$ cat config.mk
export PLATFORM = sky130hd
export DESIGN_NAME = ddri_core
export DESIGN_NICKNAME = d
export VERILOG_FILES = /design/src/logic/ddri_core_fix.sv /design/src/common/ddri_pkg.sv /design/src/logic/ddri_core.sv /design/src/logic/ddri_fifo2.sv /design/src/logic/ddri_mem.sv
export SDC_FILE = /design/constraint.sdc
export NUM_CORES = 1
export LEC_CHECK = 0
export BUFFER_PORTS_ARGS = -buffer_cell sky130_fd_sc_hd__buf_4
export CAP_MARGIN = 20
export CORE_MARGIN = 1.5
export CORE_UTILIZATION = 67
export CTS_CLUSTER_SIZE = 14
export DETAILED_ROUTE_END_ITERATION = 12
export GPL_TIMING_DRIVEN = 1
export MAX_ROUTING_LAYER = met4
export PLACE_DENSITY = 0.85
export SETUP_SLACK_MARGIN = 0.2
export SYNTH_ARGS = -nofsm -noshare
export SYNTH_HDL_FRONTEND = slang
export SYNTH_HIERARCHICAL = 1
export SYNTH_SLANG_ARGS = --single-unit
$ cat constraint.sdc
create_clock -name clk -period 17.1 [get_ports clk]
set_clock_uncertainty 0.2 [all_clocks]
set_input_delay 0.855 -clock clk [delete_from_list [all_inputs] [get_ports clk]]
set_output_delay 0.855 -clock clk [all_outputs]
set_load 0.05 [all_outputs]
$ cat src/logic/ddri_core_fix.sv
// Intentionally empty.

$ cat src/common/ddri_pkg.sv
// Constants, field positions and carriers for the DDR command, mode and read path.
// Assumes a 200 MHz core clock that oversamples the controller's much slower clock.
// Summary of operation
// - Extended write: all strobes low, bank bit 0 high; stores address and bank bit 1.
// - Extended bit 0 selects loop enable; bit 1 selects full or half drive.
// - Mode write: all strobes and bank bit 0 low; stores address 0 to 11.
// - Mode fields: length 2..0, type 3, latency 6..4, test 7, loop reset 8.
// - Burst lengths of 2, 4 and 8 words are supported.
// - Sequential order increments from the start, wrapping within the aligned block.
// - Interleave order is start offset XOR a beat counter.
// - Activation: select and row strobe low, column strobe and write high; bank chosen.
// - Read strobe and data are launched together from the same phase.
// - First read burst: strobe leaves high impedance low about one clock before data.
// - After the last burst: strobe held low, released half a clock after data.
// - Back-to-back read bursts stream with no preamble or postamble between them.
// - Address bit 10 with a read selects auto-precharge; low keeps the bank open.
// - Auto-precharge starts read latency after last data, not before minimum active time.
// - Chip select high ignores new commands; running operations complete.
package ddri_pkg;
   localparam int CLK_PS = 5000;
   localparam int ACT_MIN_NS = 40;
   localparam logic [3:0] ACT_MIN_CYC = 4'((ACT_MIN_NS * 1000 + CLK_PS - 1) / CLK_PS);
   localparam logic [7:0] DLL_LOCK_CK = 8'hC8;
   localparam int ADDR_W = 12;
   localparam int DATA_W = 8;
   localparam int MEM_AW = 7;
   localparam int PIPE_N = 6;
   localparam int PRE_IDX = 2;
   localparam int MR_BL_LO = 0;
   localparam int MR_BL_HI = 2;
   localparam int MR_BT = 3;
   localparam int MR_CL_LO = 4;
   localparam int MR_CL_HI = 6;
   localparam int MR_DLLRST = 8;
   localparam int ER_DLL = 0;
   localparam int ER_HALF = 1;
   localparam int AP_BIT = 10;
   localparam logic [2:0] BL2 = 3'h1;
   localparam logic [2:0] BL4 = 3'h2;
   localparam logic [2:0] BL8 = 3'h3;
   localparam logic [2:0] CL2 = 3'h2;
   localparam logic [2:0] CL3 = 3'h3;
   localparam logic [2:0] CL25 = 3'h6;
   localparam logic [2:0] H_CL2 = 3'h4;
   localparam logic [2:0] H_CL25 = 3'h5;
   localparam logic [2:0] H_CL3 = 3'h6;
   localparam logic [3:0] BEATS2 = 4'h2;
   localparam logic [3:0] BEATS4 = 4'h4;
   localparam logic [3:0] BEATS8 = 4'h8;
   localparam logic [11:0] MODE_RST = 12'h032;
   localparam logic [12:0] EXT_RST = 13'h0000;
   localparam logic [3:0] ALL_BANKS = 4'hF;
   localparam logic [3:0] CMD_MODE = 4'h0;
   localparam logic [3:0] CMD_PRE = 4'h2;
   localparam logic [3:0] CMD_ACT = 4'h3;
   localparam logic [3:0] CMD_READ = 4'h5;

   typedef struct packed {
      logic csN;
      logic rasN;
      logic casN;
      logic weN;
   } ddri_cmd_s;

   typedef struct packed {
      logic ck;
      logic cke;
      ddri_cmd_s cmd;
      logic [1:0] ba;
      logic [ADDR_W-1:0] addr;
   } ddri_pins_s;

   typedef struct packed {
      logic valid;
      logic ap;
      logic [1:0] ba;
      logic [4:0] col;
   } ddri_job_s;
endpackage

$ cat src/logic/ddri_core.sv
// DDR device command decode, mode registers, bank state and read strobe/data path.
// Assumes controller pins are asynchronous to clk and its clock is far slower.
`timescale 1ns/1ps
`default_nettype none
module ddri_core
   import ddri_pkg::*;
(
   input wire logic clk,
   input wire logic rst,
   input wire logic ck,
   input wire logic cke,
   input wire logic csN,
   input wire logic rasN,
   input wire logic casN,
   input wire logic weN,
   input wire logic [1:0] ba,
   input wire logic [ADDR_W-1:0] addr,
   input wire logic [DATA_W-1:0] dqIn,
   output logic [DATA_W-1:0] dqOut,
   output logic dqOe,
   input wire logic dqsIn,
   output logic dqsOut,
   output logic dqsOe,
   input wire logic preloadEn,
   input wire logic [MEM_AW-1:0] preloadAddr,
   input wire logic [DATA_W-1:0] preloadData,
   output logic [3:0] bankOpen,
   output logic [11:0] modeReg,
   output logic [12:0] extReg,
   output logic dllOn,
   output logic halfDrive,
   output logic dllLocking
);
   function automatic logic [3:0] burstBeats(input logic [2:0] code);
      case (code)
         BL2: burstBeats = BEATS2;
         BL4: burstBeats = BEATS4;
         BL8: burstBeats = BEATS8;
         default: burstBeats = BEATS2;
      endcase
   endfunction

   function automatic logic [2:0] latHalves(input logic [2:0] code);
      case (code)
         CL2: latHalves = H_CL2;
         CL25: latHalves = H_CL25;
         CL3: latHalves = H_CL3;
         default: latHalves = H_CL3;
      endcase
   endfunction

   function automatic logic [2:0] burstCol(input logic [2:0] start, input logic [2:0] beat,
                                           input logic [3:0] beats, input logic inter);
      logic [2:0] mask;
      mask = 3'(beats - 4'h1);
      burstCol = (start & ~mask) | ((inter ? (start ^ beat) : 3'(start + beat)) & mask);
   endfunction

   // Pin sampling; the third stage serves edge finding and supplies the command fields
   ddri_pins_s pinsIn, sync1_q, sync2_q, prev_q;
   assign pinsIn = {ck, cke, csN, rasN, casN, weN, ba, addr};
   always_ff @(posedge clk or posedge rst) begin
      if (rst) begin
         sync1_q <= '0;
         sync2_q <= '0;
         prev_q <= '0;
      end else begin
         sync1_q <= pinsIn;
         sync2_q <= sync1_q;
         prev_q <= sync2_q;
      end
   end

   // Command fields come from the sample just before the rising edge
   wire ckRise = sync2_q.ck & ~prev_q.ck;
   wire ckFall = ~sync2_q.ck & prev_q.ck;
   wire halfEdge = ckRise | ckFall;
   wire cmdTaken = ckRise & prev_q.cke & ~prev_q.cmd.csN;
   wire [3:0] baHot = 4'(4'h1 << prev_q.ba);
   wire isAct = cmdTaken & (prev_q.cmd == CMD_ACT);
   wire isRead = cmdTaken & (prev_q.cmd == CMD_READ);
   wire isPre = cmdTaken & (prev_q.cmd == CMD_PRE);
   wire isMode = cmdTaken & (prev_q.cmd == CMD_MODE) & ~prev_q.ba[0];
   wire isExt = cmdTaken & (prev_q.cmd == CMD_MODE) & prev_q.ba[0];

   logic [11:0] modeReg_q;
   logic [12:0] extReg_q;
   logic dllOn_q, halfDrive_q, dllLocking_q;
   logic [7:0] lockCnt_q, lockCnt_d;
   wire [3:0] blBeats = burstBeats(modeReg_q[MR_BL_HI:MR_BL_LO]);
   wire interleave = modeReg_q[MR_BT];
   wire [2:0] latH = latHalves(modeReg_q[MR_CL_HI:MR_CL_LO]);
   wire dllReset = isMode & prev_q.addr[MR_DLLRST];
   assign lockCnt_d = dllReset ? DLL_LOCK_CK :
                      (ckRise && lockCnt_q != 8'h00) ? 8'(lockCnt_q - 8'h01) : lockCnt_q;

   always_ff @(posedge clk or posedge rst) begin
      if (rst) begin
         modeReg_q <= MODE_RST;
         extReg_q <= EXT_RST;
         dllOn_q <= 1'b0;
         halfDrive_q <= 1'b0;
         lockCnt_q <= 8'h00;
         dllLocking_q <= 1'b0;
      end else begin
         if (isMode) begin
            modeReg_q <= prev_q.addr;
         end
         if (isExt) begin
            extReg_q <= {prev_q.ba[1], prev_q.addr};
            dllOn_q <= ~prev_q.addr[ER_DLL];
            halfDrive_q <= prev_q.addr[ER_HALF];
         end
         lockCnt_q <= lockCnt_d;
         dllLocking_q <= lockCnt_d != 8'h00;
      end
   end

   // Bank state and auto-precharge
   logic [3:0] bankOpen_q, apClose;
   logic [3:0] age_q [4];
   logic apArm_q, curAp_q;
   logic [1:0] apBank_q, curBank_q;
   logic [2:0] apCnt_q;
   logic [3:0] beats_q;
   ddri_job_s pipe_q [PIPE_N];
   wire startNow = pipe_q[0].valid;
   wire lastBeat = halfEdge & ~startNow & (beats_q == 4'h1);
   // Precharge after latency and minimum active time
   wire apFire = apArm_q & (apCnt_q == 3'h0) & (age_q[apBank_q] >= ACT_MIN_CYC);
   assign apClose = apFire ? 4'(4'h1 << apBank_q) : 4'h0;
   wire [3:0] preMask = isPre ? (prev_q.addr[AP_BIT] ? ALL_BANKS : baHot) : 4'h0;

   always_ff @(posedge clk or posedge rst) begin
      if (rst) begin
         bankOpen_q <= 4'h0;
         apArm_q <= 1'b0;
         apBank_q <= 2'h0;
         apCnt_q <= 3'h0;
         for (int i = 0; i < 4; i++) begin
            age_q[i] <= 4'h0;
         end
      end else begin
         bankOpen_q <= (bankOpen_q | (isAct ? baHot : 4'h0)) & ~preMask & ~apClose;
         for (int i = 0; i < 4; i++) begin
            age_q[i] <= (isAct && baHot[i]) ? 4'h0 :
                        (age_q[i] < ACT_MIN_CYC) ? 4'(age_q[i] + 4'h1) : age_q[i];
         end
         // Arm at last beat of an auto-precharge read
         if (lastBeat && curAp_q) begin
            apArm_q <= 1'b1;
            apBank_q <= curBank_q;
            apCnt_q <= latH;
         end else if (apFire) begin
            apArm_q <= 1'b0;
         end else if (halfEdge && apCnt_q != 3'h0) begin
            apCnt_q <= 3'(apCnt_q - 3'h1);
         end
      end
   end

   // Read latency line, one slot per half clock
   ddri_job_s newJob;
   assign newJob = '{valid: isRead & bankOpen_q[prev_q.ba], ap: prev_q.addr[AP_BIT],
                     ba: prev_q.ba, col: prev_q.addr[4:0]};
   always_ff @(posedge clk or posedge rst) begin
      if (rst) begin
         for (int i = 0; i < PIPE_N; i++) begin
            pipe_q[i] <= '0;
         end
      end else if (halfEdge) begin
         for (int i = 0; i < PIPE_N - 1; i++) begin
            pipe_q[i] <= pipe_q[i + 1];
         end
         pipe_q[PIPE_N - 1] <= '0;
         if (isRead) begin
            pipe_q[3'(latH - 3'h1)] <= newJob;
         end
      end
   end

   // Fetch side: runs ahead of the pins, stalled by the buffer
   ddri_job_s genJob_q, nextJob_q;
   logic genBusy_q, memRdValid_q, bufInReady, bufOutValid;
   logic [2:0] genBeat_q;
   logic [DATA_W-1:0] memRdData, bufData;
   wire grab = halfEdge & pipe_q[PRE_IDX].valid;
   wire issue = genBusy_q & bufInReady & ~memRdValid_q;
   wire genDone = issue & (genBeat_q == 3'(blBeats - 4'h1));
   wire genFree = ~genBusy_q | genDone;
   wire loadNext = genFree & nextJob_q.valid;
   wire loadGrab = genFree & ~nextJob_q.valid & grab;
   wire [MEM_AW-1:0] memAddr = {genJob_q.ba, genJob_q.col[4:3],
                                burstCol(genJob_q.col[2:0], genBeat_q, blBeats, interleave)};

   always_ff @(posedge clk or posedge rst) begin
      if (rst) begin
         genJob_q <= '0;
         nextJob_q <= '0;
         genBusy_q <= 1'b0;
         genBeat_q <= 3'h0;
         memRdValid_q <= 1'b0;
      end else begin
         memRdValid_q <= issue;
         if (loadNext || loadGrab) begin
            genJob_q <= loadNext ? nextJob_q : pipe_q[PRE_IDX];
            genBusy_q <= 1'b1;
            genBeat_q <= 3'h0;
         end else begin
            genBusy_q <= genBusy_q & ~genDone;
            genBeat_q <= issue ? 3'(genBeat_q + 3'h1) : genBeat_q;
         end
         if (loadNext) begin
            nextJob_q <= grab ? pipe_q[PRE_IDX] : '0;
         end else if (grab && !loadGrab) begin
            nextJob_q <= pipe_q[PRE_IDX];
         end
      end
   end

   ddri_mem u_mem (
      .clk(clk),
      .wrEn(preloadEn),
      .wrAddr(preloadAddr),
      .wrData(preloadData),
      .rdEn(issue),
      .rdAddr(memAddr),
      .rdData(memRdData)
   );

   wire beatNow = halfEdge & (startNow | (beats_q != 4'h0));
   ddri_fifo2 #(.WIDTH(DATA_W), .DEPTH(2)) u_buf (
      .clk(clk),
      .rst(rst),
      .inValid(memRdValid_q),
      .inReady(bufInReady),
      .inData(memRdData),
      .outValid(bufOutValid),
      .outReady(beatNow),
      .outData(bufData)
   );

   // Pin stage: one word per controller clock edge
   logic [DATA_W-1:0] dq_q;
   logic dqOe_q, dqs_q, dqsOe_q, post_q;
   always_ff @(posedge clk or posedge rst) begin
      if (rst) begin
         dq_q <= '0;
         dqOe_q <= 1'b0;
         dqs_q <= 1'b0;
         dqsOe_q <= 1'b0;
         post_q <= 1'b0;
         beats_q <= 4'h0;
         curAp_q <= 1'b0;
         curBank_q <= 2'h0;
      end else if (halfEdge) begin
         // Strobe toggles with each word, no break between bursts
         if (beatNow) begin
            dq_q <= bufData;
            dqOe_q <= 1'b1;
            dqs_q <= ~dqs_q;
            dqsOe_q <= 1'b1;
            post_q <= 1'b0;
            beats_q <= startNow ? 4'(blBeats - 4'h1) : 4'(beats_q - 4'h1);
            if (startNow) begin
               curAp_q <= pipe_q[0].ap;
               curBank_q <= pipe_q[0].ba;
            end
         // Postamble low for half a clock
         end else if (dqOe_q) begin
            dqOe_q <= 1'b0;
            dqs_q <= 1'b0;
            post_q <= 1'b1;
         end else if (pipe_q[PRE_IDX].valid) begin
            dqsOe_q <= 1'b1;
            dqs_q <= 1'b0;
            post_q <= 1'b0;
         end else if (post_q) begin
            dqsOe_q <= 1'b0;
            post_q <= 1'b0;
         end
      end
   end

   assign dqOut = dq_q;
   assign dqOe = dqOe_q;
   assign dqsOut = dqs_q;
   assign dqsOe = dqsOe_q;
   assign bankOpen = bankOpen_q;
   assign modeReg = modeReg_q;
   assign extReg = extReg_q;
   assign dllOn = dllOn_q;
   assign halfDrive = halfDrive_q;
   assign dllLocking = dllLocking_q;

   // Helper: half edges spent in preamble before data
   logic [1:0] preCnt_q;
   always_ff @(posedge clk or posedge rst) begin
      if (rst) begin
         preCnt_q <= 2'h0;
      end else if (dqOe_q || !dqsOe_q) begin
         preCnt_q <= 2'h0;
      end else if (halfEdge && preCnt_q != 2'h3) begin
         preCnt_q <= 2'(preCnt_q + 2'h1);
      end
   end
endmodule
`default_nettype wire

$ cat src/logic/ddri_fifo2.sv
// Two-entry valid/ready buffer between the data store and the pin stage.
// Assumes DEPTH is a power of two; both sides on the same clock.
`timescale 1ns/1ps
`default_nettype none
module ddri_fifo2 #(
   parameter int WIDTH = 8,
   parameter int DEPTH = 2
) (
   input wire logic clk,
   input wire logic rst,
   input wire logic inValid,
   output logic inReady,
   input wire logic [WIDTH-1:0] inData,
   output logic outValid,
   input wire logic outReady,
   output logic [WIDTH-1:0] outData
);
   localparam int PW = $clog2(DEPTH);
   localparam logic [PW:0] FULL = (PW + 1)'(DEPTH);
   logic [WIDTH-1:0] slot_q [DEPTH];
   logic [PW-1:0] wp_q;
   logic [PW-1:0] rp_q;
   logic [PW:0] cnt_q;
   logic push;
   logic pop;

   assign inReady = cnt_q != FULL;
   assign outValid = cnt_q != '0;
   assign outData = slot_q[rp_q];
   assign push = inValid & inReady;
   assign pop = outValid & outReady;

   always_ff @(posedge clk or posedge rst) begin
      if (rst) begin
         wp_q <= '0;
         rp_q <= '0;
         cnt_q <= '0;
      end else begin
         wp_q <= push ? PW'(wp_q + 1'b1) : wp_q;
         rp_q <= pop ? PW'(rp_q + 1'b1) : rp_q;
         cnt_q <= (PW + 1)'(cnt_q + push - pop);
      end
   end

   always_ff @(posedge clk) begin
      if (push) begin
         slot_q[wp_q] <= inData;
      end
   end
endmodule
`default_nettype wire

$ cat src/logic/ddri_mem.sv
// Small read-data store for the read path, with a preload port.
// Assumes one clock; read data is registered, one cycle after the request.
`timescale 1ns/1ps
`default_nettype none
module ddri_mem
   import ddri_pkg::*;
(
   input wire logic clk,
   input wire logic wrEn,
   input wire logic [MEM_AW-1:0] wrAddr,
   input wire logic [DATA_W-1:0] wrData,
   input wire logic rdEn,
   input wire logic [MEM_AW-1:0] rdAddr,
   output logic [DATA_W-1:0] rdData
);
   logic [DATA_W-1:0] store [2**MEM_AW];

   // No reset: contents are whatever was preloaded
   always_ff @(posedge clk) begin
      if (wrEn) begin
         store[wrAddr] <= wrData;
      end
      if (rdEn) begin
         rdData <= store[rdAddr];
      end
   end
endmodule
`default_nettype wire

==> results of run 1 <==
[synth_stat cells, types with 3 or more instances]
| cell type | number |
|---|---|
| a211o_1 | 6 |
| a21oi_1 | 24 |
| a22o_1 | 16 |
| a31oi_1 | 5 |
| and2_1 | 3 |
| buf_1 | 20 |
| buf_2 | 23 |
| buf_4 | 12 |
| clkbuf_1 | 60 |
| dfrtp_1 | 205 |
| dfstp_2 | 3 |
| edfxtp_1 | 1048 |
| ha_1 | 16 |
| inv_1 | 19 |
| mux2_2 | 61 |
| mux2i_1 | 26 |
| mux4_2 | 338 |
| nand2_1 | 79 |
| nand2b_1 | 5 |
| nand3_1 | 21 |
| nand3b_1 | 9 |
| nand4_1 | 3 |
| nor2_1 | 169 |
| nor2b_1 | 17 |
| nor3_1 | 15 |
| nor3b_1 | 9 |
| nor4_1 | 3 |
| nor4b_1 | 3 |
| o21ai_0 | 35 |
| or2_2 | 4 |
| xnor2_1 | 12 |
| xor2_1 | 8 |
[per-stage QoR]
step	area [µm²]	worst slack (ns)	hold slack (ns)	std cells	power, µW
floorplan	48500	10.48	0.131	2316	4440
global placement	50100	11.24	0.132	3260	4700
detailed placement	50200	11.20	0.135	3266	4760
CTS	54100	11.05	0.0548	3485	7390
global route	54200	10.75	0.0721	3491	7580
finish	54200	10.90	0.0831	3491	7370
[what timing repair did]
action	CTS	global route
hold buffers	1	0
endpoints found under the hold margin	4	0
setup endpoints to repair	0	0
resized for setup	0	0
[metal layers]
| layer | up-vias | GRT usage | routed length (µm) |
|---|---|---|---|
| met3 | 301 | 0.0486 | 11700 |
| met1 | 12900 | 0.446 | 40300 |
| li1 | 9643 | - | - |
| met5 | - | - | 0 |
| met2 | 1929 | 0.523 | 58500 |
| met4 | 0 | 0.123 | 4720 |
[report_power, final]
group	leakage (µW)	switching, µW	internal (µW)
Clock	0.00192	1120	1520
Sequential	0.0120	83.3	3420
Combinational	0.00398	660	569
Total	0.0179	1860	5510
[state kept, by name, summed over array words and instances, names as in the netlist, 12 cells and up]
signal / cells
pipe_q: 43
u_mem/store: 1024
sync2_q: 20
sync1_q: 20
extReg: 13
age_q: 16
prev_q: 12
u_buf/slot_q: 16
modeReg: 12
[cell families after synthesis]
kind of cell | count (synthesis) | share of synthesized area
fa+ha+maj | 18 | 0.00474
flops | 1256 | 0.756
buf+inv | 136 | 0.0122
simple gates | 356 | 0.0338
mux | 425 | 0.176
compound gates | 105 | 0.0138
xor+xnor | 20 | 0.00361
[how the worst max path moves through the flow]
stage,end,cells after the start
4_1_cts,u_mem/rdData[3],13
3_5_place_dp,u_mem/rdData[0],7
2_1_floorplan,age_q[0],1
5_1_grt,u_mem/rdData[2],13
3_3_place_gp,u_mem/rdData[2],7
6_report,u_mem/rdData[5],13
[final cells by class]
class | count | area [µm²]
Multi-Input combinational cell | 924 | 11300
Sequential cell | 1256 | 36700
Inverter | 20 | 82.6
Tap cell | 950 | 1190
Fill cell | 3440 | 17400
Antenna cell | 1 | 2.50
Clock inverter | 60 | 601
Timing Repair Buffer | 122 | 983
Clock buffer | 158 | 3300
==> run_results.csv, run 1 <==
group,metric,value,unit
status,status,"finished, final reports clean",
critical_path,path_cells,"ha_4 > inv_1 > fa_1 > nor2_1 > xor2_1 > nand3_1 > xnor2_2 > buf_4 > buf_12 > mux4_2 > mux4_2 > mux4_2 > mux2_2",
route,drc_errors,0,
route,wl_per_cell,33.0,µm
route,num_vias,24700,
clock_network,clock_path_buffers,3,
synthesis,ys_types,61,
layout,area_growth,11.6,%
layout,mostFrequentLayoutCells,"edfxtp_1, mux4_2, dfrtp_1",
route,dr.pass1.iters,5,
critical_path,regToRegEndpoint,"u_mem/rdData[5]",
flow_run,drv_cap,0,
grt,grt_pass1_vias,25300,
synthesis,yosysWarnings,6,
layout,layout_commonest_cell,"edfxtp_1",
timing,min_period,6.20,ns
critical_path,r2r_cells,13,
worst_hold_path,holdCritStartpoint,"addr[4]",
synthesis,synthArstFlopShare,0.166,
critical_path,crit_path_start_kind,"register",
grt,grt-ovfl-total,0,
synthesis,netlist_area,48500,µm²
timing,slew_violations,0,
critical_path,cp.arrival,6.42,ns
synthesis,synth_cells,2316,
synthesis,synth_ff_type,"edfxtp_1",
synthesis,syn_area_per_cell,21.0,µm²
clock_network,numCtsBuffers,117,
clock_network,cts.sinks,1256,
clock_network,htreeDepth,3,
clock_network,cts_setup_buffers,0,
critical_path,worst-path-buf-inv,3,
route,initialDrtViolationCount,3359,
critical_path,required,17.32,ns
floorplanning,rows,98,
worst_hold_path,min_path_type,"in2reg",
synthesis,ys_seq_area_frac,0.756,
critical_path,critPathSlowestCell,"buf_4",
layout,drive_above_1_share,0.285,
placed_design,hpwlAfterDp,62700,µm
critical_path,max_stage_delay,0.86,ns
floorplanning,io_pins,90,
route,via_per_inst,7.08,
critical_path,timing.rr.start,"genBeat_q[0]",
worst_hold_path,hold_depth,1,
clock_network,insertion_delay,0.69,ns
timing,fin_tns_setup,0,ns
timing,max_freq,161,MHz
placed_design,port_buffers,80,
grt,grt_max_degree,185,
timing,grt_setup_unrepaired,"false",
critical_path,end_kind,"register",
worst_hold_path,whs_endpoint,"sync1_q[4]",
layout,finish.utilization,0.756,
critical_path,crit_start,"genBeat_q[0]",
timing,relSlewSlack,0.208,
timing,hold_viol_final,0,
synthesis,synth-seq-cells,1256,
placed_design,gp_congestion,0.840,
layout,nets,2505,
synthesis,synth_top_area_frac,0.648,
timing,worst-slew-pin-transition,1.19,ns
critical_path,r2r_slack,10.90,ns
power_and_ir_drop,p_leak,0.0179,µW
clock_network,path_clk_slew,0.06,ns
floorplanning,fp.dieH,272,µm
route,antenna_left,0,
synthesis,yosysTopAreaCell,"edfxtp_1",
grt,grt_antenna_before_repair,1,
clock_network,tritoncts,"yes",
synthesis,synthesis.nets,2380,
critical_path,crit_fanout,184,
floorplanning,die_w,272,µm
critical_path,path_delay_family,"multiplexers",
timing,setup_viol,0,
clock_network,cts_root_buf,"clkbuf_16",
synthesis,synth_edf_count,1048,
floorplanning,core,71600,µm²
floorplanning,start_util,0.678,
critical_path,critPathKind,"reg2reg",
power_and_ir_drop,powerDensity,136,nW/µm²
floorplanning,dieArea,74100,µm²
grt,grt.total_usage,0.330,
synthesis,yosys-top-cells-area,"edfxtp_1, mux4_2, dfrtp_1",
grt,grt_pass1_wl,171000,µm
critical_path,crit_top_cell,"mux4_2",
timing,period_share,0.363,
route,wl,115000,µm
power_and_ir_drop,vdd_drop_max,0.000139,V
Note: power is estimated with default switching activity, not from simulation.
==> run 2: changes to the inputs <==
--- a/config.mk
+++ b/config.mk
@@ -8,12 +8,12 @@
 export BUFFER_PORTS_ARGS = -buffer_cell sky130_fd_sc_hd__buf_4
 export CAP_MARGIN = 20
 export CORE_MARGIN = 1.5
-export CORE_UTILIZATION = 67
+export CORE_UTILIZATION = 56
 export CTS_CLUSTER_SIZE = 14
 export DETAILED_ROUTE_END_ITERATION = 12
 export GPL_TIMING_DRIVEN = 1
 export MAX_ROUTING_LAYER = met4
-export PLACE_DENSITY = 0.85
+export PLACE_DENSITY = 0.76
 export SETUP_SLACK_MARGIN = 0.2
 export SYNTH_ARGS = -nofsm -noshare
 export SYNTH_HDL_FRONTEND = slang
==> constraint.sdc (replaced) <==
create_clock -name clk -period 5.5 [get_ports clk]
set_clock_uncertainty 0.2 [all_clocks]
set_input_delay 0.275 -clock clk [delete_from_list [all_inputs] [get_ports clk]]
set_output_delay 0.275 -clock clk [all_outputs]
set_load 0.05 [all_outputs]
==> run 2 against run 1 <==
Against the previous run: die area rose by 19%; clock power rose to 3.0 times the previous value; register-to-register slack got worse by 10 ns; final cell count rose by 7.0%; first-iteration DRC count fell by 19%; critical path type unchanged; highest routed layer unchanged.
==> run_results.csv, run 2 (same netlist as run 1, synthesis figures left out) <==
group,metric,value,unit
status,status,"finished, final reports clean",
critical_path,critPathKind,"reg2reg",
grt,grt_antenna_before_repair,0,
critical_path,crit_fanout,75,
grt,grt_pass1_vias,24300,
layout,drive_above_1_share,0.278,
layout,area_growth,13.1,%
worst_hold_path,min_path_type,"in2reg",
route,dr.pass1.iters,7,
grt,grt-ovfl-total,0,
worst_hold_path,hold_depth,2,
power_and_ir_drop,powerDensity,412,nW/µm²
flow_run,drv_cap,0,
layout,design_area,54900,µm²
clock_network,tritoncts,"yes",
timing,grt_setup_unrepaired,"false",
floorplanning,fp.dieH,297,µm
grt,grt_max_degree,196,
timing,hold_viol_final,0,
critical_path,worst-path-buf-inv,3,
timing,fin_tns_setup,0,ns
grt,grt.total_usage,0.240,
clock_network,numCtsBuffers,119,
critical_path,crit_top_cell,"mux4_2",
layout,reg_top3,"u_mem/store (1024), pipe_q (43)",
floorplanning,io_pins,90,
placed_design,gp_congestion,0.823,
layout,nets,2558,
critical_path,path_delay_family,"multiplexers",
timing,slew_violations,0,
critical_path,path_cells,"ha_4 > inv_1 > fa_1 > nor2_1 > xor2_1 > nand3_1 > xnor2_2 > buf_12 > buf_12 > mux4_2 > mux4_2 > mux4_2 > mux2_2",
layout,largest_reg_flops,1024,
clock_network,clock_path_buffers,3,
placed_design,placed_area,50600,µm²
grt,grt_pass1_wl,154000,µm
clock_network,cts_root_buf,"clkbuf_16",
route,wl_per_cell,27.2,µm
layout,finish.utilization,0.642,
clock_network,path_clk_slew,0.07,ns
floorplanning,start_util,0.568,
worst_hold_path,whs_endpoint,"sync1_q[2]",
critical_path,regToRegEndpoint,"u_mem/rdData[6]",
power_and_ir_drop,intPower,17000,µW
power_and_ir_drop,netSwitchingFraction,0.247,
worst_hold_path,holdCritStartpoint,"addr[2]",
critical_path,max_stage_delay,0.57,ns
critical_path,timing.rr.start,"genJob_q[0]",
power_and_ir_drop,p_clk_frac,0.352,
layout,largest-register,"u_mem/store",
layout,mostFrequentLayoutCells,"edfxtp_1, mux4_2, dfrtp_1",
placed_design,place_ws,0.853,ns
power_and_ir_drop,p_leak,0.0181,µW
route,antenna_left,0,
layout,layout_commonest_cell,"edfxtp_1",
clock_network,cts.sinks,1256,
critical_path,critPathSlowestCell,"mux4_2",
power_and_ir_drop,power_frac_seq,0.480,
route,via_per_inst,6.28,
layout,nFillCells,5424,
power_and_ir_drop,combPwrFrac,0.168,
floorplanning,dieArea,88500,µm²
timing,setup_ws,0.816,ns
critical_path,r2r_cells,13,
floorplanning,core,85500,µm²
critical_path,end_kind,"register",
clock_network,htreeDepth,3,
placed_design,port_buffers,80,
route,num_vias,23400,
critical_path,r2r_slack,0.82,ns
placed_design,hpwlAfterDp,60900,µm
timing,min_period,4.68,ns
route,drc_errors,0,
timing,worst-slew-pin-transition,1.19,ns
route,wl,101000,µm
route,initialDrtViolationCount,2729,
critical_path,cp.arrival,4.86,ns
timing,setup_viol,0,
critical_path,required,5.68,ns
power_and_ir_drop,p_sw,5600,µW
floorplanning,rows,107,
floorplanning,die_w,297,µm
timing,period_share,0.852,
timing,relSlewSlack,0.208,
timing,max_freq,213,MHz
clock_network,insertion_delay,0.70,ns
power_and_ir_drop,vdd_drop_max,0.000407,V
layout,n_antenna_cell,0,
timing,hold_ws,0.0424,ns
critical_path,crit_path_start_kind,"register",
[run 2: cell types whose count changed in the layout (fill, tap and decap cells not counted), sizes merged]
cell and delta:
clkbuf -7, clkinv +2, clkinvlp +1, bufinv -1
inv +2, diode -1, buf +13, dlygate4sd3 +40
[run 2: per-layer routing]
metal,GRT usage,part of all wire
met1,0.320,0.39
met2,0.383,0.50
met3,0.0408,0.078
met4,0.0762,0.031
met5,-,0
[run 2: cell type report]
class	count	area, µm²	area share
clock buffer	153	3200	0.0582
clock inverter	64	619	0.0113
inverter	20	78.8	0.00144
multi-input combinational	924	11300	0.206
sequential	1256	36700	0.668
tap	1144	1430	0.0261
timing repair buffer	173	1590	0.0290
[run 2: worst max-delay path by stage]
stage                       startpoint         endpoint  slack, ns  cells after the start
after floorplan           genBeat_q[0]  u_mem/rdData[0]       1.31                     13
after global placement    genBeat_q[0]  u_mem/rdData[6]       0.81                     13
after detailed placement  genBeat_q[0]  u_mem/rdData[6]       0.85                     13
after CTS                  genJob_q[0]  u_mem/rdData[4]       0.81                     13
after global routing       genJob_q[0]  u_mem/rdData[7]       0.70                     13
final                      genJob_q[0]  u_mem/rdData[6]       0.82                     13
[run 2: metrics by stage]
| stage | power [µW] | instances |
|---|---|---|
| after detailed placement | 14900 | 3474 |
| after global routing | 23400 | 3734 |
| after global placement | 14700 | 3470 |
| after CTS | 22800 | 3732 |
| final | 22600 | 3734 |
| after floorplan | 13800 | 2316 |
[run 2: worst reg2reg max path, delay by kind of cell (launching register included)]
family,cells,cell delay (ns)
buf+inv,3,0.67
mux,4,1.94
simple gates,2,0.26
fa+ha+maj,2,0.50
flops,1,0.41
xor+xnor,2,0.39
[run 2: power groups by stage]
stage          clock (µW)  combinational [µW]  sequential [µW]
2_1_floorplan           0                2610            11200
3_3_place_gp            0                3670            11000
3_5_place_dp            0                3780            11100
4_1_cts              8080                3860            10900
5_1_grt              8450                4060            10900
6_report             7960                3800            10900
[run 2: repair_timing]
action | 4_1_cts | 5_1_grt
hold endpoints to repair | 645 | 0
hold buffers | 41 | 0
resized for setup | 0 | 0
setup endpoints to repair | 0 | 0
buffers inserted | 0 | 0
==> run 3: changes to the inputs <==
--- a/config.mk
+++ b/config.mk
@@ -8,12 +8,13 @@
 export BUFFER_PORTS_ARGS = -buffer_cell sky130_fd_sc_hd__buf_4
 export CAP_MARGIN = 20
 export CORE_MARGIN = 1.5
-export CORE_UTILIZATION = 56
+export CORE_UTILIZATION = 59
+export CTS_BUF_LIST = sky130_fd_sc_hd__clkbuf_8
 export CTS_CLUSTER_SIZE = 14
 export DETAILED_ROUTE_END_ITERATION = 12
 export GPL_TIMING_DRIVEN = 1
 export MAX_ROUTING_LAYER = met4
-export PLACE_DENSITY = 0.76
+export PLACE_DENSITY = 0.8
 export SETUP_SLACK_MARGIN = 0.2
 export SYNTH_ARGS = -nofsm -noshare
 export SYNTH_HDL_FRONTEND = slang
==> run 3 against run 2 <==
Against the previous run: total power decreased by 3.2%; critical path depth unchanged; sequential power about the same; wire length increased by 1.9%; via count increased by 3.4%; highest routed layer unchanged; clock power decreased by 9.8%.
==> run_results.csv, run 3 (same netlist as run 1, synthesis figures left out) <==
group,metric,value,unit
timing,min_period,4.80,ns
clock_network,tritoncts,"yes",
floorplanning,io_pins,90,
route,dr.pass1.iters,5,
critical_path,path_cells,"ha_4 > inv_1 > fa_1 > nor2_1 > xor2_1 > nand3_1 > xnor2_2 > buf_12 > buf_4 > mux4_2 > mux4_2 > mux4_2 > mux2_2",
floorplanning,rows,105,
clock_network,htreeDepth,4,
timing,hold_ws,0.137,ns
grt,grt_antenna_before_repair,4,
power_and_ir_drop,p_leak,0.0185,µW
clock_network,holdBufCountCts,60,
clock_network,path_clk_slew,0.06,ns
route,wl,103000,µm
floorplanning,dieArea,84000,µm²
clock_network,clock_path_buffers,3,
route,antenna_left,0,
clock_network,cts_resized,0,
layout,largest_reg_flops,1024,
clock_network,cts.sinks,1256,
timing,setup_viol,0,
critical_path,crit_fanout,32,
critical_path,max_stage_delay,0.55,ns
timing,relSlewSlack,0.224,
clock_network,insertion_delay,0.83,ns
floorplanning,core,81700,µm²
layout,nets,2648,
timing,fin_tns_setup,0,ns
layout,mostFrequentLayoutCells,"edfxtp_1, mux4_2, dfrtp_1",
route,drc_errors,0,
route,num_vias,24200,
clock_network,cts_root_buf,"clkbuf_8",
critical_path,critPathSlowestCell,"mux4_2",
floorplanning,fp.dieH,290,µm
critical_path,crit_path_start_kind,"register",
grt,grt_max_degree,196,
layout,nFillCells,4847,
grt,grt-ovfl-total,0,
critical_path,required,5.82,ns
critical_path,critPathKind,"reg2reg",
critical_path,end_kind,"register",
clock_network,numCtsBuffers,189,
grt,grt.total_usage,0.259,
clock_network,cts_setup_buffers,0,
floorplanning,start_util,0.594,
route,via_per_inst,6.36,
layout,layout_commonest_cell,"edfxtp_1",
critical_path,cp.arrival,5.12,ns
timing,hold_viol_final,0,
timing,slew_violations,0,
critical_path,path_delay_family,"multiplexers",
floorplanning,die_w,290,µm
placed_design,hpwlAfterDp,61400,µm
layout,area_growth,13.0,%
worst_hold_path,min_path_type,"in2reg",
power_and_ir_drop,finalPower,21900,µW
status,status,"finished, final reports clean",
flow_run,drv_cap,0,
power_and_ir_drop,vdd_drop_max,0.000255,V
grt,grt_pass1_vias,24900,
timing,worst-slew-pin-transition,1.16,ns
critical_path,worst-path-buf-inv,3,
placed_design,gp_congestion,0.790,
route,wl_per_cell,27.1,µm
critical_path,crit_top_cell,"mux4_2",
layout,largest-register,"u_mem/store",
layout,reg_top3,"u_mem/store (1024), pipe_q (43)",
power_and_ir_drop,powerDensity,400,nW/µm²
grt,grt_pass1_wl,156000,µm
route,initialDrtViolationCount,2842,
layout,drive_above_1_share,0.289,
placed_design,port_buffers,80,
timing,max_freq,208,MHz
timing,period_share,0.872,
timing,grt_setup_unrepaired,"false",
-- run 3: cell count changes in the layout (fill, tap and decap cells not counted), sizes merged --
cell / change
dlygate4sd3: +19
clkinv: +9
clkbuf: +44
diode: +3
bufinv: -4
clkinvlp: -2
inv: +82
-- run 3: metrics by stage --
step           cell area, µm²   util  setup WS (ns)  cells
4_1_cts                 54800  0.670          0.710   3804
6_report                54800  0.671          0.702   3811
2_1_floorplan           48600      -           1.31   2316
3_5_place_dp            50600  0.619          0.758   3399
5_1_grt                 54800  0.671          0.551   3811
3_3_place_gp            50600  0.619          0.858   3394
-- run 3: final timing paths --
path	startpoint	end	slack, ns	cells past startpoint
worst max-delay path	genBeat_q[0]	u_mem/rdData[6]	0.70	13
worst min-delay path	preloadAddr[6]	u_mem/store[101][2]	0.14	3
worst max register to register	genBeat_q[0]	u_mem/rdData[6]	0.70	13
worst min register to register	sync1_q[1]	sync2_q[1]	0.15	0
max in group asynchronous	rst	genJob_q[4]	3.37	5
min in group asynchronous	rst	u_buf/cnt_q[1]	0.33	4
-- run 3: where the power goes --
part | internal, µW | leakage (µW) | switching [µW]
registers | 10600 | 0.0120 | 246
clock network | 3630 | 0.00212 | 3550
logic | 1890 | 0.00433 | 1960
total | 16200 | 0.0185 | 5760
-- run 3: cell type report --
type | instances | area (µm²) | share of cell area
antenna | 3 | 7.51 | 0.000137
clock inverter | 149 | 885 | 0.0161
sequential | 1256 | 36700 | 0.669
inverter | 20 | 78.8 | 0.00144
multi-input combinational | 924 | 11300 | 0.206
clock buffer | 196 | 2700 | 0.0492
tap | 1070 | 1340 | 0.0244
timing repair buffer | 193 | 1830 | 0.0334
-- run 3: tightest hold or removal path, cell delays in order --
cell,delay [ns]
buf_4,0.15
nand4_1,0.24
nor2_1,0.25
-- run 3: routing by layer --
layer  vias to the layer above  wire length, µm  global-route usage
met1                     12600            39300               0.355
met5                         -                0                   -
li1                       9978                -                   -
met2                      1433            51700               0.407
met4                         0             2710              0.0772
met3                       215             9720              0.0463
